===== config.mk =====
export PLATFORM = sky130hd
export DESIGN_NAME = rxof_formatter
export DESIGN_NICKNAME = d
export VERILOG_FILES = /design/src/rxof_pkg.sv /design/src/rxof_formatter.sv /design/src/rxof_fifo.sv
export VERILOG_INCLUDE_DIRS = /design/src
export SDC_FILE = /design/constraint.sdc
export NUM_CORES = 1
export LEC_CHECK = 0
export ABC_AREA = 1
export ABC_CLOCK_PERIOD_IN_PS = 1990
export BUFFER_PORTS_ARGS = -buffer_cell sky130_fd_sc_hd__buf_2
export CORE_MARGIN = 2
export CORE_UTILIZATION = 40
export CTS_BUF_LIST = sky130_fd_sc_hd__clkbuf_8
export DETAILED_ROUTE_END_ITERATION = 6
export PLACE_DENSITY = 0.65
export SYNTH_ARGS = -nofsm -noshare
export SYNTH_HDL_FRONTEND = slang
export SYNTH_SLANG_ARGS = --single-unit

===== constraint.sdc =====
create_clock -name clk_sys -period 1.99 [get_ports clk_sys]
set_input_delay 0.199 -clock clk_sys [delete_from_list [all_inputs] [get_ports clk_sys]]
set_output_delay 0.199 -clock clk_sys [all_outputs]
set_load 0.01 [all_outputs]

===== src/rxof_regs.svh =====
// Constants for the receive output formatter: field positions, depths, reset values
// Notes on behaviour
// - Dual-rail: every negative line pulse appears on the negative rail, apart from positive.
// - Dual-rail: positive received data goes only to the positive rail of this channel.
// - Dual-rail: each negative pulse drives the negative rail high one recovered period.
// - Single-rail: negative rail carries the code-violation indicator instead of data.
// - Single-rail: violation or excess-zero event holds the indicator high at least one period.
// - Recovered clock is output; both rails launch on its user-selected edge.
// - Single-rail: violation indicator also updates on the selected recovered clock edge.
// - Negative rail changes only on the chosen edge of the recovered clock, either mode.
// - Dual-rail: each positive pulse drives the positive rail high one recovered period.
// - Single-rail: all recovered data is delivered on the positive rail.
`ifndef RXOF_REGS_SVH
`define RXOF_REGS_SVH

`define RXOF_WORD_W        4
`define RXOF_FIFO_DEPTH    4
`define RXOF_F_POS         0
`define RXOF_F_NEG         1
`define RXOF_F_VIOL        2
`define RXOF_F_ZERO        3
`define RXOF_PRIME_LEVEL   3'h2
`define RXOF_RAIL_RESET    1'b0
`define RXOF_CLK_RESET     1'b0
`define RXOF_SYNC_STAGES   2

`endif


===== src/rxof_pkg.sv =====
// Types shared by the receive output formatter
package rxof_pkg;
    typedef enum logic [1:0] {
        RXOF_ST_PRIME = 2'b01,
        RXOF_ST_RUN   = 2'b10
    } rxof_state_t;

    typedef enum logic [1:0] {
        RXOF_MODE_DUAL   = 2'b01,
        RXOF_MODE_SINGLE = 2'b10
    } rxof_mode_t;
endpackage


===== src/rxof_formatter.sv =====
// Receive output formatter: recovered clock and rail outputs for one channel
`timescale 1ns/1ps
`default_nettype none
`include "rxof_regs.svh"
module rxof_formatter
    import rxof_pkg::*;
#(
    parameter int WORD_W     = `RXOF_WORD_W,
    parameter int FIFO_DEPTH = `RXOF_FIFO_DEPTH
)
(
    input  wire logic                              clk_sys,
    input  wire logic                              rst,
    input  wire logic                              recClkIn,
    input  wire logic                              posPulseIn,
    input  wire logic                              negPulseIn,
    input  wire logic                              lineCodeViolation,
    input  wire logic                              excessZeroEvent,
    input  wire logic                              singleRailSel,
    input  wire logic                              fallingEdgeSel,
    output logic                                   recoveredClkOut,
    output logic                                   posRailOut,
    output logic                                   negRailOut,
    output logic                                   sampleDropped,
    output logic                                   launchUnderrun,
    output logic [$clog2(FIFO_DEPTH+1)-1:0]        fifoLevel
);
    localparam int LW = $clog2(FIFO_DEPTH+1);

    // Two-stage synchronisers for every pin-level input
    logic [`RXOF_SYNC_STAGES-1:0] clkSync_reg;
    logic [`RXOF_SYNC_STAGES-1:0] posSync_reg;
    logic [`RXOF_SYNC_STAGES-1:0] negSync_reg;
    logic [`RXOF_SYNC_STAGES-1:0] violSync_reg;
    logic [`RXOF_SYNC_STAGES-1:0] zeroSync_reg;
    logic [`RXOF_SYNC_STAGES-1:0] modeSync_reg;
    logic [`RXOF_SYNC_STAGES-1:0] edgeSync_reg;
    logic [`RXOF_SYNC_STAGES:0]   warm_reg;

    logic                 clkLast_reg;
    logic                 clkRise;
    logic                 clkFall;
    logic                 launchEdge;
    logic                 recClkOut_reg;
    logic                 posRail_reg;
    logic                 negRail_reg;
    logic                 posRail_next;
    logic                 negRail_next;
    logic                 dropped_reg;
    logic                 underrun_reg;
    logic [LW-1:0]        level_reg;
    rxof_mode_t           mode_reg;
    rxof_state_t          state_reg;
    rxof_state_t          state_next;
    logic                 fallSel_reg;

    logic [WORD_W-1:0]    sampleWord;
    logic                 fifoInReady;
    logic                 fifoOutValid;
    logic                 fifoPop;
    logic [WORD_W-1:0]    fifoOutData;
    logic [LW-1:0]        fifoCount;

    // Positive rail content of a stored word for the given mode
    function automatic logic railPos(input logic [WORD_W-1:0] w, input rxof_mode_t m);
        logic r;
        r = 1'b0;
        if (m == RXOF_MODE_SINGLE)
        begin
            // Either polarity is a recovered one in single-rail
            r = w[`RXOF_F_POS] | w[`RXOF_F_NEG];
        end
        else
        begin
            r = w[`RXOF_F_POS];
        end
        return r;
    endfunction

    // Negative rail content of a stored word for the given mode
    function automatic logic railNeg(input logic [WORD_W-1:0] w, input rxof_mode_t m);
        logic r;
        r = 1'b0;
        if (m == RXOF_MODE_SINGLE)
        begin
            r = w[`RXOF_F_VIOL] | w[`RXOF_F_ZERO];
        end
        else
        begin
            r = w[`RXOF_F_NEG];
        end
        return r;
    endfunction

    always_ff @(posedge clk_sys)
    begin
        if (rst)
        begin
            clkSync_reg  <= '0;
            posSync_reg  <= '0;
            negSync_reg  <= '0;
            violSync_reg <= '0;
            zeroSync_reg <= '0;
            modeSync_reg <= '0;
            edgeSync_reg <= '0;
        end
        else
        begin
            clkSync_reg  <= {clkSync_reg[0], recClkIn};
            posSync_reg  <= {posSync_reg[0], posPulseIn};
            negSync_reg  <= {negSync_reg[0], negPulseIn};
            violSync_reg <= {violSync_reg[0], lineCodeViolation};
            zeroSync_reg <= {zeroSync_reg[0], excessZeroEvent};
            modeSync_reg <= {modeSync_reg[0], singleRailSel};
            edgeSync_reg <= {edgeSync_reg[0], fallingEdgeSel};
        end
    end

    always_ff @(posedge clk_sys)
    begin
        if (rst)
        begin
            clkLast_reg <= `RXOF_CLK_RESET;
        end
        else
        begin
            clkLast_reg <= clkSync_reg[1];
        end
    end

    // Edge detect waits for the chain to refill, else a reset fakes an edge
    always_ff @(posedge clk_sys)
    begin
        if (rst)
        begin
            warm_reg <= '0;
        end
        else
        begin
            warm_reg <= {warm_reg[`RXOF_SYNC_STAGES-1:0], 1'b1};
        end
    end

    assign clkRise = warm_reg[`RXOF_SYNC_STAGES] && clkSync_reg[1] && !clkLast_reg;
    assign clkFall = warm_reg[`RXOF_SYNC_STAGES] && !clkSync_reg[1] && clkLast_reg;

    // Selected edge of the outgoing clock; output clock follows the sync stage
    assign launchEdge = fallSel_reg ? clkFall : clkRise;

    // Configuration is taken at a launch, and on every cycle while in RXOF_ST_PRIME
    always_ff @(posedge clk_sys)
    begin
        if (rst)
        begin
            mode_reg    <= RXOF_MODE_DUAL;
            fallSel_reg <= 1'b0;
        end
        else if (launchEdge || state_reg == RXOF_ST_PRIME)
        begin
            mode_reg    <= modeSync_reg[1] ? RXOF_MODE_SINGLE : RXOF_MODE_DUAL;
            fallSel_reg <= edgeSync_reg[1];
        end
    end

    // Line data is stable at the rising recovered edge
    always_comb
    begin
        sampleWord = '0;
        sampleWord[`RXOF_F_POS] = posSync_reg[1];
        sampleWord[`RXOF_F_NEG] = negSync_reg[1];
        sampleWord[`RXOF_F_VIOL] = violSync_reg[1];
        sampleWord[`RXOF_F_ZERO] = zeroSync_reg[1];
    end

    rxof_fifo #(
        .WIDTH (WORD_W),
        .DEPTH (FIFO_DEPTH)
    ) u_fifo (
        .clk_sys  (clk_sys),
        .rst      (rst),
        .inValid  (clkRise),
        .inReady  (fifoInReady),
        .inData   (sampleWord),
        .outValid (fifoOutValid),
        .outReady (fifoPop),
        .outData  (fifoOutData),
        .level    (fifoCount)
    );

    // Priming leaves slack against small drift between sample and launch edges
    always_comb
    begin
        state_next = state_reg;
        case (state_reg)
            RXOF_ST_PRIME:
            begin
                if (fifoCount >= LW'(`RXOF_PRIME_LEVEL))
                begin
                    state_next = RXOF_ST_RUN;
                end
            end
            RXOF_ST_RUN:
            begin
                if (launchEdge && !fifoOutValid)
                begin
                    state_next = RXOF_ST_PRIME;
                end
            end
            default:
            begin
                state_next = RXOF_ST_PRIME;
            end
        endcase
    end

    always_ff @(posedge clk_sys)
    begin
        if (rst)
        begin
            state_reg <= RXOF_ST_PRIME;
        end
        else
        begin
            state_reg <= state_next;
        end
    end

    assign fifoPop = launchEdge && (state_reg == RXOF_ST_RUN);

    // Rails hold between launches; an empty FIFO launches zeros
    always_comb
    begin
        posRail_next = posRail_reg;
        negRail_next = negRail_reg;
        if (launchEdge)
        begin
            if (fifoPop && fifoOutValid)
            begin
                posRail_next = railPos(fifoOutData, mode_reg);
                negRail_next = railNeg(fifoOutData, mode_reg);
            end
            else
            begin
                posRail_next = `RXOF_RAIL_RESET;
                negRail_next = `RXOF_RAIL_RESET;
            end
        end
    end

    always_ff @(posedge clk_sys)
    begin
        if (rst)
        begin
            posRail_reg <= `RXOF_RAIL_RESET;
            negRail_reg <= `RXOF_RAIL_RESET;
        end
        else
        begin
            posRail_reg <= posRail_next;
            negRail_reg <= negRail_next;
        end
    end

    // Same delay as the rails, so the rails move on the chosen clock edge
    always_ff @(posedge clk_sys)
    begin
        if (rst)
        begin
            recClkOut_reg <= `RXOF_CLK_RESET;
        end
        else
        begin
            recClkOut_reg <= clkSync_reg[1];
        end
    end

    // Status: full FIFO drops a sample, empty FIFO at a launch in RXOF_ST_RUN is an underrun
    always_ff @(posedge clk_sys)
    begin
        if (rst)
        begin
            dropped_reg  <= 1'b0;
            underrun_reg <= 1'b0;
        end
        else
        begin
            dropped_reg  <= clkRise && !fifoInReady;
            underrun_reg <= launchEdge && (state_reg == RXOF_ST_RUN) && !fifoOutValid;
        end
    end

    always_ff @(posedge clk_sys)
    begin
        if (rst)
        begin
            level_reg <= '0;
        end
        else
        begin
            level_reg <= fifoCount;
        end
    end

    assign recoveredClkOut = recClkOut_reg;
    assign posRailOut      = posRail_reg;
    assign negRailOut      = negRail_reg;
    assign sampleDropped   = dropped_reg;
    assign launchUnderrun  = underrun_reg;
    assign fifoLevel       = level_reg;
endmodule
`default_nettype wire


===== src/rxof_fifo.sv =====
// Small synchronous FIFO between line sampling and output launch
`timescale 1ns/1ps
`default_nettype none
module rxof_fifo
    import rxof_pkg::*;
#(
    parameter int WIDTH = 4,
    parameter int DEPTH = 4
)
(
    input  wire logic                     clk_sys,
    input  wire logic                     rst,
    input  wire logic                     inValid,
    output logic                          inReady,
    input  wire logic [WIDTH-1:0]         inData,
    output logic                          outValid,
    input  wire logic                     outReady,
    output logic [WIDTH-1:0]              outData,
    output logic [$clog2(DEPTH+1)-1:0]    level
);
    localparam int AW = $clog2(DEPTH);
    localparam int CW = $clog2(DEPTH+1);

    logic [WIDTH-1:0] mem [DEPTH];
    logic [AW-1:0]    wrPtr_reg;
    logic [AW-1:0]    rdPtr_reg;
    logic [CW-1:0]    count_reg;
    logic             doPush;
    logic             doPop;

    assign inReady  = (count_reg != CW'(DEPTH));
    assign outValid = (count_reg != '0);
    assign outData  = mem[rdPtr_reg];
    assign level    = count_reg;
    assign doPush   = inValid && inReady;
    assign doPop    = outValid && outReady;

    always_ff @(posedge clk_sys)
    begin
        if (doPush)
        begin
            mem[wrPtr_reg] <= inData;
        end
    end

    always_ff @(posedge clk_sys)
    begin
        if (rst)
        begin
            wrPtr_reg <= '0;
            rdPtr_reg <= '0;
        end
        else
        begin
            if (doPush)
            begin
                wrPtr_reg <= (wrPtr_reg == AW'(DEPTH-1)) ? '0 : AW'(wrPtr_reg + 1'b1);
            end
            if (doPop)
            begin
                rdPtr_reg <= (rdPtr_reg == AW'(DEPTH-1)) ? '0 : AW'(rdPtr_reg + 1'b1);
            end
        end
    end

    always_ff @(posedge clk_sys)
    begin
        if (rst)
        begin
            count_reg <= '0;
        end
        else if (doPush && !doPop)
        begin
            count_reg <= CW'(count_reg + 1'b1);
        end
        else if (doPop && !doPush)
        begin
            count_reg <= CW'(count_reg - 1'b1);
        end
    end
endmodule
`default_nettype wire


Yosys cells after proc, flatten, opt, wreduce, memory -nomap -nowiden
Memory sizes are Yosys's and may differ from the RTL's. A register that Yosys moved wholly into a read port is not among the register bits.
Index checks and enable logic that the tools add are counted.
{"block": "word_totals", "mem_bits_rw": 16, "memories": 1, "wordCells": 77, "ff_bits": 37}
{"block": "op_classes", "bitwise": 2, "add_sub_neg": 4, "reduce_logical": 22, "order_cmp": 1, "n_eq_ne": 8, "mux": 18}
{"name": "u_fifo.mem", "words": 4, "width": 4, "read_ports": 1, "rd_ports_with_merged_regs": 1, "write_ports": 1, "line": "rxof_fifo.sv:24", "source": "logic [WIDTH-1:0] mem [DEPTH];"}
{"cell": "$mux 2", "n": 7}
{"cell": "$logic_and 1x1->1", "n": 12}
{"cell": "$eq 2x2->1 const B", "n": 4}
{"cell": "$mux 1", "n": 8}
{"cell": "$logic_not 1->1", "n": 6}
{"cell": "$mux 3", "n": 2}
{"cell": "$add 2x1->2 const B", "n": 2}
{"cell": "$pmux 2 s2", "n": 1}
{"cell": "$add 3x1->3 const B", "n": 1}
{"cell": "$ge 3x2->1 const B", "n": 1}
{"cell": "$ne 3x3->1 const B", "n": 1}
{"cell": "$reduce_bool 3->1", "n": 1}
{"cell": "$sub 3x1->3 const B", "n": 1}
{"cell": "$eq 2x1->1 const B", "n": 1}
{"cell": "$ne 2x1->1 const B", "n": 1}
{"cell": "$ne 2x2->1 const B", "n": 1}
{"cell": "$or 1x1->1", "n": 2}
{"cell": "$reduce_and 2->1", "n": 1}
{"cell": "$reduce_bool 2->1", "n": 1}
{"cell": "$logic_or 1x1->1", "n": 1}

Logic depth before layout (Yosys ltp)
Gate-level depths: netlist of run 1.
{"block": "depth", "depth_word": 9, "depth_mapped": 13, "ltp_nobuf": 13}

Hierarchy
A second synthesis of run 1 with hierarchy kept.
{"block": "unflattened", "cells_unflattened": 232, "hier_area_um2": 2128.3}
{"mod": "rxof_fifo", "cells_per_inst": 108, "n_inst": 1, "seq_area_each_um2": 660.6, "area_each_um2": 1122.3}
{"mod": "rxof_formatter", "cells_per_inst": 124, "n_inst": 1, "seq_area_each_um2": 600.6, "area_each_um2": 1006.0}

Least setup slack after synthesis of run 1
Ideal clock, no wire load.
{"block": "synth_path", "path_type": "reg2reg", "startpoint": "register recoveredClkOut (netlist name)", "endpoint": "register u_fifo.count_reg[2] (netlist: u_fifo.level[2])", "required_time_ns": 1.868, "arrival_time_ns": 1.779, "path_stages_with_launch": 14, "setup_time_ns": 0.122, "n_path_buf": 0, "path_slack_ns": 0.089, "cell_sequence": "dfxtp_1 > inv_2 > nand2_1 > nand2_2 > nand3_2 > nor2_4 > inv_1 > ha_1 > inv_1 > fa_1 > a21oi_1 > o21ai_0 > o21ai_0 > a21oi_1"}
{"item": "end signal: assignment", "line": "rxof_fifo.sv:74", "source": "count_reg <= CW'(count_reg + 1'b1);"}
{"item": "end signal: assignment", "line": "rxof_fifo.sv:78", "source": "count_reg <= CW'(count_reg - 1'b1);"}
{"item": "end: declaration", "line": "rxof_fifo.sv:27", "source": "logic [CW-1:0] count_reg;"}

Worst setup path after layout of run 1
{"block": "layout_path", "startpoint": "register u_fifo.count_reg[1] (netlist: u_fifo.level[1])", "endpoint": "register u_fifo.count_reg[2] (netlist: u_fifo.level[2])"}
{"block": "layout_via", "elab_chain_len": 5, "elab_cells_between_ends": 13}
{"item": "branches (longest 5 deep; another with $sub 3x1->3)"}
Parallel ways; which one is timed is not known. The select of a mux whose other input is x is not followed.
A chain may end at the register's enable or synchronous reset.

==> results of run 1 <==
==> path summary, 6_finish.rpt <==
path,end,depth (start not counted),startpoint,slack (ns)
setup / recovery,u_fifo.level[2],12,u_fifo.level[1],0.11
hold / removal,modeSync_reg[0],3,singleRailSel,0.09
setup reg to reg,u_fifo.level[2],12,u_fifo.level[1],0.11
hold reg to reg,clkSync_reg[1],2,clkSync_reg[0],0.40
==> cell families (layout without fill, tap and decap cells) <==
kind of cell	Yosys count	count (layout)	share of synthesized area [%]
flip-flops	55	55	62.6
AND/OR/NAND/NOR	84	84	17.8
adder cells (fa/ha/maj)	7	7	4.72
buffers and inverters	48	73	9.01
AO/OA/AOI/OAI	19	19	5.41
XOR/XNOR	1	1	0.435
==> synth_stat cells <==
cell type   n  area, sq um
a211oi_1    1         7.51
a21oi_1     7         35.0
a21oi_2     1         8.76
a31oi_1     1         6.26
buf_1       2         7.51
buf_2       1         5.00
clkinv_1    1         3.75
dfxtp_1    39          781
edfxtp_1   16          480
fa_1        1         20.0
ha_1        6         75.1
inv_1      43          161
inv_2       1         3.75
nand2_1    27          101
nand2_2     2         12.5
nand3_1    10         50.1
nand3_2     1         10.0
nand3b_1    1         7.51
nand4_1     1         6.26
nor2_1     38          143
nor2_4      1         11.3
nor3_1      2         10.0
nor4_1      1         6.26
o211ai_1    1         7.51
o21ai_0     7         35.0
o21ai_2     1         8.76
xor2_1      1         8.76
==> power by group <==
group	leakage, nW	switching, mW	internal (mW)	total (mW)
combinational	0.508	0.0346	0.0220	0.0566
clock	0.0577	0.355	0.314	0.669
sequential	0.467	0.0109	1.17	1.18
==> tightest hold or removal path, stage by stage <==
cell	delay, ns
buf_2	0.09
inv_1	0.04
nor2_1	0.03
==> per-layer routing <==
| metal | share of wire, % | vias up |
|---|---|---|
| met5 | 0 | - |
| met4 | 2.5 | 0 |
| met3 | 3.5 | 6 |
| met2 | 46 | 23 |
| met1 | 48 | 557 |
| li1 | - | 701 |
==> per-stage QoR <==
step	area, sq um	power [mW]	hold slack [ns]
global placement	2190	1.26	0.389
CTS	2300	1.93	0.0717
finish	2310	1.91	0.0864
floorplan	2010	1.24	0.306
detailed placement	2190	1.26	0.394
global route	2310	1.98	0.0808
==> final cells by class <==
type	instances	area [sq um]
inverter	45	169
sequential	55	1260
timing repair buffer	20	110
tap	67	83.8
clock buffer	5	68.8
clock inverter	3	32.5
multi-input combinational	111	578
fill	456	2480
==> metrics.md, run 1 <==
| Metric | Value |
|---|---|
| Maxcap violations | 0 |
| Period utilisation layout | 94.5% |
| Final Net Count | around 250 |
| CP max stage delay | around 0.35 ns |
| Synthesized Nets | 230 |
| # DRC | 0 |
| CP startpoint kind | flip-flop |
| Netlist cell types | 27 |
| H-tree depth | 2 |
| Final min period | between 1.5 and 2 ns |
| Clock tree buffer depth | 2 |
| Antenna Cells | 0 |
| Gpl congestion | 0.776 |
| Pwr dens | 827 mW/mm^2 |
| WP buf/inv | 2 |
| Crit-path cells | nor2_2, nand2_1, nand2_2, nor2_4, inv_1, ha_1, inv_2, fa_2, a21oi_1, o21ai_0, o21ai_1, a21oi_1 |
| Mapped Avg Cell Area | 9.41 sq um |
| Hpwl dp | 2180 um |
| Min-delay worst type | primary input to flip-flop |
| Post-Route WL | a little over 3000 um |
| Fin. Hold Viols | 0 |
| Critical path type | flip-flop to flip-flop |
| Critical Path Fanout Max | 5 |
| Most frequent cells in the layout | inv_1 (42), nor2_1 (37), dfxtp_1 (36) |
| Die width | 74.9 um |
| I/O pins | 17 |
| Sequential area share after synthesis | 62.6% |
| Layout cell share with drive strength beyond 1 | 17.6% |
| Status | finished, final reports clean |
| Global routing met2 resource utilization | 19.5% |
| Final Setup Violations | 0 |
| Number of port buffers | 16 |
| Clock skew | 0.00875 ns |
| WL/cell | 10.1 um |
| Reg clk slew, reported paths | 0.09 ns |
| Hold Buf Count CTS | 0 |
| Largest Register | u_fifo.mem |
| Most crowded layer after global routing | met2 |
| Maximum VDD drop | between 0.0005 and 0.0006 V |
| CP endpoint kind | flip-flop |
| Met3 Usage GRT | roughly 3.7% |
| Die H | 74.9 um |
| CTS Buf Count | 5 |
| Worst EP required | 2.19 ns |
| Max FFs per register | 16 |
| Rel. slew slack | 74.1% |
| Initial core utilization | 42.1% |
| CTS resizes | 0 |
| CP max stage cell | dfxtp_2 |
| Global-route wire length before repair | 5260 um |
| Arrival time worst endpoint | 2.08 ns |
| Clock root cell | clkbuf_8 |
| Gr ovfl total | 0 |
| DR pass1 iterations | 4 |
| Final worst setup slack | 0.110 ns |
| Placed cells | approximately 300 |
| FF+latch count, synth | 55 |
| Layout Utilization | 48.2% |
| Initial DRC Count | 71 |
| Post-CTS Setup Inserts | 0 |
| Post-route antenna net violation count | 0 |
| Final setup TNS | 0 ns |
| Via/cell ratio | 4.21 |
| # clock sinks | 55 |
| Commonest non-fill, non-tap cell in the layout | inv_1 |
| Delay-heaviest family, CP | adder cells |
| CTS tree | built |
| Grt met1 use | around 16% |
| Vias in the first global route | around 1200 |
| Finished Layout Cells | about 300 |
| Vias post-DR | 1287 |
| Final slew viol count | 0 |
| P_leak | 1.03 nW |
| Max Fclk | 532 MHz |
| Core area | between 0.004 and 0.005 sq mm |
| Yosys warnings | 0 |
| Cell Area, Synth | 0.00201 sq mm |
| Area added between synthesis and finish | 14.6% |
| Post-Syn Instances | approximately 210 |
| Pin slew with the least headroom to its limit | 0.387 ns |
| Post-placement worst setup slack | 0.0154 ns |
| Total Routing Usage GR | 12.9% |
| Pin count of the biggest net entering global routing | 29 |
| Antenna violations before repair | 0 |
| Die Area | 0.00562 sq mm |
| Most used cell, CP | a21oi_1 |
| FP Rows | 25 |
| Clk Latency, worst-skew pair | 0.31 ns |
(Power assumes the default switching activity.)
==> inputs of run 2 (changes only) <==
- CORE_UTILIZATION: 40 -> 60
- PLACE_DENSITY: 0.65 -> 0.88
==> metrics.md, run 2 (synthesis results as in run 1) <==
| Metric | Value |
|---|---|
| Status | finished, final reports clean |
| Layout Utilization | 71.7% (+23 points) |
| Number of port buffers | 16 (unchanged) |
| Period utilisation layout | 97.7% (+3.3 points) |
| Final slew viol count | 0 (unchanged) |
| Vias in the first global route | 1199 (+2.1%) |
| Total Routing Usage GR | 19.5% (+6.6 points) |
| Critical path type | flip-flop to flip-flop |
| Worst Hold Launch | singleRailSel |
| Reg clk slew, reported paths | 0.09 ns (about the same) |
| Clk Latency, worst-skew pair | 0.30 ns (about the same) |
| Most frequent cells in the layout | inv_1 (43), nor2_1 (37), dfxtp_1 (35) |
| I/O pins | 17 (unchanged) |
| Antenna Cells | 0 (unchanged) |
| Final setup TNS | 0 ns (unchanged) |
| WHS Path Cells | 3 (unchanged) |
| Die width | 61.9 um (-17%) |
| Initial core utilization | 61.3% (+19 points) |
| Post-DP Area | 0.00217 sq mm (-1.2%) |
| CTS Buf Count | 5 (unchanged) |
| Via/cell ratio | 4.71 (+12%) |
| P_leak | 1.06 nW (+2.9%) |
| Most used cell, CP | nor2_4 |
| Post-placement worst setup slack | -0.0705 ns (-0.0858 ns) |
| Min-delay worst type | primary input to flip-flop |
| Initial DRC Count | 48 (-32%) |
| Gpl congestion | 0.785 (+1.2%) |
| Reg2reg start | u_fifo.level[1] |
| CTS tree | built |
| Largest Register | u_fifo.mem |
| Worst EP required | 2.19 ns (about the same) |
| # clock sinks | 55 (unchanged) |
| Final Net Count | 257 (+1.2%) |
| DR pass1 iterations | 4 (unchanged) |
| Post-route antenna net violation count | 0 (unchanged) |
| Maximum VDD drop | 0.000529 V (-1.6%) |
| R2r setup slk | 0.05 ns (-0.06 ns) |
| CP max stage delay | 0.37 ns (+0.02 ns) |
| CP endpoint kind | flip-flop |
| Clock tree buffer depth | 2 (unchanged) |
| Post-Route WL | 3420 um (+10%) |
| Antenna violations before repair | 0 (unchanged) |
| Max Fclk | 514 MHz (-3.3%) |
| Arrival time worst endpoint | 2.14 ns (+0.06 ns) |
| Gr ovfl total | 0 (unchanged) |
| Final Setup Violations | 0 (unchanged) |
| Clock root cell | clkbuf_8 |
| H-tree depth | 2 (unchanged) |
| Pwr dens | 880 mW/mm^2 (+6.5%) |
| FP Rows | 21 (-16%) |
| Critical Path Fanout Max | 3 (-2) |
| CP startpoint kind | flip-flop |
| Crit-path cells | nor2_4, nand2_1, nand2_2, nor2_4, inv_1, ha_1, inv_2, fa_2, a21oi_2, o21ai_2, o21ai_1, a21oi_1 |
| Pin count of the biggest net entering global routing | 29 (unchanged) |
| WL/cell | 11.9 um (+17%) |
| Vias post-DR | 1357 (+5.4%) |
| Die Area | 0.00383 sq mm (-32%) |
| Reg-to-Reg End | u_fifo.level[2] |
| Maxcap violations | 0 (unchanged) |
| Clock skew | 0.00706 ns (-0.00169 ns) |
| Core area | 0.00328 sq mm (-31%) |
| Final min period | 1.94 ns (+0.0650 ns) |
| Pin slew with the least headroom to its limit | 0.391 ns (+0.00457 ns) |
| Layout cell share with drive strength beyond 1 | 19.8% (+2.3 points) |
| Reg2Reg Depth | 12 (unchanged) |
| Max FFs per register | 16 (unchanged) |
| # DRC | 0 (unchanged) |
| Fin area | 0.00235 sq mm (+2.1%) |
| Rel. slew slack | 73.8% (-0.31 points) |
| Hpwl dp | 2320 um (+6.6%) |
| Final worst setup slack | 0.0453 ns (-0.0650 ns) |
| CP max stage cell | dfxtp_4 |
| Global-route wire length before repair | 5300 um (+0.66%) |
| Commonest non-fill, non-tap cell in the layout | inv_1 |
| Area added between synthesis and finish | 17.0% |
| Hold path endpoint | modeSync_reg[0] |
| Die H | 61.9 um (-17%) |
| Fin. Hold Viols | 0 (unchanged) |
## run 2: worst max-delay path, delay by kind of cell (launching register included)
kind	cells	cell delay (ns)
flops	1	0.37
compound gates	4	0.41
buf+inv	2	0.15
fa+ha+maj	2	0.54
simple gates	4	0.36
## run 2: stage by stage
stage | power, mW | std cells | hold WS (ns)
finish | 2.07 | 288 | 0.0915
global route | 2.15 | 288 | 0.0894
CTS | 2.08 | 285 | 0.0851
detailed placement | 1.26 | 277 | 0.396
global placement | 1.26 | 277 | 0.389
floorplan | 1.24 | 214 | 0.306
## run 2: report_power, final
group          switching [mW]  total [mW]  internal (mW)
Clock                   0.334       0.831          0.497
Sequential             0.0117        1.18           1.17
Combinational          0.0372      0.0607         0.0234
## run 2: how the worst max path moves through the flow
stage,from,end,slack [ns],cells past startpoint
2_1_floorplan,recoveredClkOut,u_fifo.level[2],0.09,13
3_5_place_dp,u_fifo.level[1],u_fifo.level[2],-0.07,12
6_report,u_fifo.level[1],u_fifo.level[2],0.05,12
3_3_place_gp,u_fifo.level[1],u_fifo.level[2],0.09,12
4_1_cts,u_fifo.level[1],u_fifo.level[2],0.004,12
5_1_grt,u_fifo.level[1],u_fifo.level[2],-0.07,12
## run 2: per-layer routing
layer | up-vias | track usage (%) | routed length [um]
li1 | 717 | - | -
met3 | 6 | 5.59 | 114
met1 | 612 | 27.2 | 1510
met5 | - | 0 | 0
met2 | 22 | 28.3 | 1740
met4 | 0 | 9.42 | 53
## run 2: area by class of cell
class / instances / area [sq um]
well taps: 46 / 57.6
fillers: 220 / 930
inverters: 45 / 169
clock buffers: 5 / 68.8
clock inverters: 3 / 63.8
multi-input cells: 111 / 594
repair buffers: 23 / 133
flip-flops and latches: 55 / 1270
## run 2: what timing repair did
| action | 4_1_cts | 5_1_grt |
|---|---|---|
| setup endpoints to repair | 2 | 2 |
| buffers inserted | 0 | 3 |
| hold buffers | 0 | 0 |
| gates resized for setup | 6 | 10 |
| pin swaps | 0 | 5 |
| gates cloned | 0 | 0 |
==> inputs of run 3 (changes only) <==
- MAX_ROUTING_LAYER: not set -> met4
- SKIP_LAST_GASP: not set -> 1
==> metrics.md, run 3 (synthesis results as in run 1) <==
| Metric | Value |
|---|---|
| H-tree depth | 2 (unchanged) |
| Post-placement worst setup slack | -0.0705 ns (unchanged) |
| Worst EP required | 2.19 ns (about the same) |
| Maxcap violations | 0 (unchanged) |
| Core area | 0.00328 sq mm (unchanged) |
| Final Net Count | 257 (unchanged) |
| Crit-path cells | nor2_4, nand2_1, nand2_2, nor2_4, inv_1, ha_1, inv_2, fa_2, a21oi_2, o21ai_2, o21ai_1, a21oi_1 |
| Max FFs per register | 16 (unchanged) |
| Fin Hold WS | 0.0895 ns (-0.00203 ns) |
| Delay-heaviest family, CP | adder cells |
| Most used cell, CP | nor2_4 |
| I/O pins | 17 (unchanged) |
| Final min period | 1.95 ns (+0.00427 ns) |
| Initial DRC Count | 51 (+6.3%) |
| Number of port buffers | 16 (unchanged) |
| Post-route antenna net violation count | 0 (unchanged) |
| Commonest non-fill, non-tap cell in the layout | inv_1 |
| Min-delay worst type | primary input to flip-flop |
| P_leak | 1.06 nW (unchanged) |
| Fin. Hold Viols | 0 (unchanged) |
| Pin slew with the least headroom to its limit | 0.390 ns (-0.00110 ns) |
| Die width | 61.9 um (unchanged) |
| Max Fclk | 513 MHz (-0.22%) |
| DR pass1 iterations | 4 (unchanged) |
| Period utilisation layout | 97.9% (+0.21 points) |
| CP max stage cell | dfxtp_4 |
| Placed cells | 277 (unchanged) |
| # clock sinks | 55 (unchanged) |
| Final slew viol count | 0 (unchanged) |
| Final worst setup slack | 0.0410 ns (-0.00427 ns) |
| Global-route wire length before repair | 5290 um (-0.13%) |
| CTS Buf Count | 5 (unchanged) |
| Die Area | 0.00383 sq mm (unchanged) |
| Final setup TNS | 0 ns (unchanged) |
| Via/cell ratio | 4.76 (+1.0%) |
| Critical path type | flip-flop to flip-flop |
| Layout Utilization | 71.7% (unchanged) |
| Pwr dens | 881 mW/mm^2 (about the same) |
| CP startpoint kind | flip-flop |
| Clock skew | 0.00788 ns (+0.000822 ns) |
| Fin area | 0.00235 sq mm (unchanged) |
| Clock root cell | clkbuf_8 |
| Arrival time worst endpoint | 2.15 ns (about the same) |
| Vias post-DR | 1371 (+1.0%) |
| Largest Register | u_fifo.mem |
| Antenna violations before repair | 0 (unchanged) |
| Area added between synthesis and finish | 17.0% (unchanged) |
| CP max stage delay | 0.37 ns (about the same) |
| Gpl congestion | 0.796 (+1.4%) |
| Status | finished, final reports clean |
| Total Power | 2.08 mW (about the same) |
| Post-DP Area | 0.00217 sq mm (unchanged) |
| Clk Latency, worst-skew pair | 0.31 ns (about the same) |
| FP Rows | 21 (unchanged) |
| CTS tree | built |
| WL/cell | 11.9 um (about the same) |
| Most frequent cells in the layout | inv_1 (43), nor2_1 (37), dfxtp_1 (35) |
| Rel. slew slack | 73.9% (about the same) |
| Finished Layout Cells | 288 (unchanged) |
| Die H | 61.9 um (unchanged) |
| Hold Buf Count CTS | 0 (unchanged) |
| # DRC | 0 (unchanged) |
| WP buf/inv | 2 (unchanged) |
| Initial core utilization | 61.3% (unchanged) |
| Layout cell share with drive strength beyond 1 | 19.8% (unchanged) |
| Reg clk slew, reported paths | 0.09 ns (about the same) |
| Gr ovfl total | 0 (unchanged) |
| CP endpoint kind | flip-flop |
| Maximum VDD drop | 0.000529 V (about the same) |
| Pin count of the biggest net entering global routing | 29 (unchanged) |
| Hpwl dp | 2320 um (unchanged) |
| Antenna Cells | 0 (unchanged) |
| Post-Route WL | 3420 um (about the same) |
| Vias in the first global route | 1197 (-0.17%) |
| Final Setup Violations | 0 (unchanged) |
| Total Routing Usage GR | 20.2% (+0.62 points) |
| Clock tree buffer depth | 2 (unchanged) |
| Critical Path Fanout Max | 3 (unchanged) |
## run 3: worst paths after layout
| path | start | end | depth (start not counted) | slack (ns) |
|---|---|---|---|---|
| setup / recovery | u_fifo.level[1] | u_fifo.level[2] | 12 | 0.04 |
| hold / removal | singleRailSel | modeSync_reg[0] | 3 | 0.09 |
| setup reg to reg | u_fifo.level[1] | u_fifo.level[2] | 12 | 0.04 |
| hold reg to reg | warm_reg[1] | warm_reg[2] | 2 | 0.41 |
## run 3: power breakdown
group | total (mW) | internal (mW) | leakage (nW) | switching [mW]
Sequential | 1.18 | 1.17 | 0.468 | 0.0116
Combinational | 0.0607 | 0.0234 | 0.525 | 0.0373
Clock | 0.833 | 0.497 | 0.0695 | 0.336
Total | 2.08 | 1.69 | 1.06 | 0.385
## run 3: what timing repair did
item                                   in CTS  in global routing
endpoints found under the hold margin       0                  0
buffers inserted                            0                  3
pin swaps                                   0                  5
resized for setup                           6                 10
setup endpoints to repair                   2                  2
## run 3: cell type report
cell class / count / area (sq um)
clock buffers: 5 / 68.8
fillers: 220 / 930
clock inverters: 3 / 63.8
multi-input cells: 111 / 594
repair buffers: 23 / 133
flip-flops and latches: 55 / 1270
inverters: 45 / 169
well taps: 46 / 57.6
## run 3: layer usage
layer / up-vias / global-route usage (%) / routed length, um
met2: 27 / 28.3 / 1700
met5: - / - / 0
li1: 716 / - / -
met3: 9 / 5.59 / 112
met4: 0 / 9.42 / 75
met1: 619 / 27.2 / 1530
## run 3: tightest hold or removal path, delay by kind of cell
| family | cells | cell delay, ns |
|---|---|---|
| and+or+nand+nor | 1 | 0.03 |
| buffers and inverters | 2 | 0.13 |
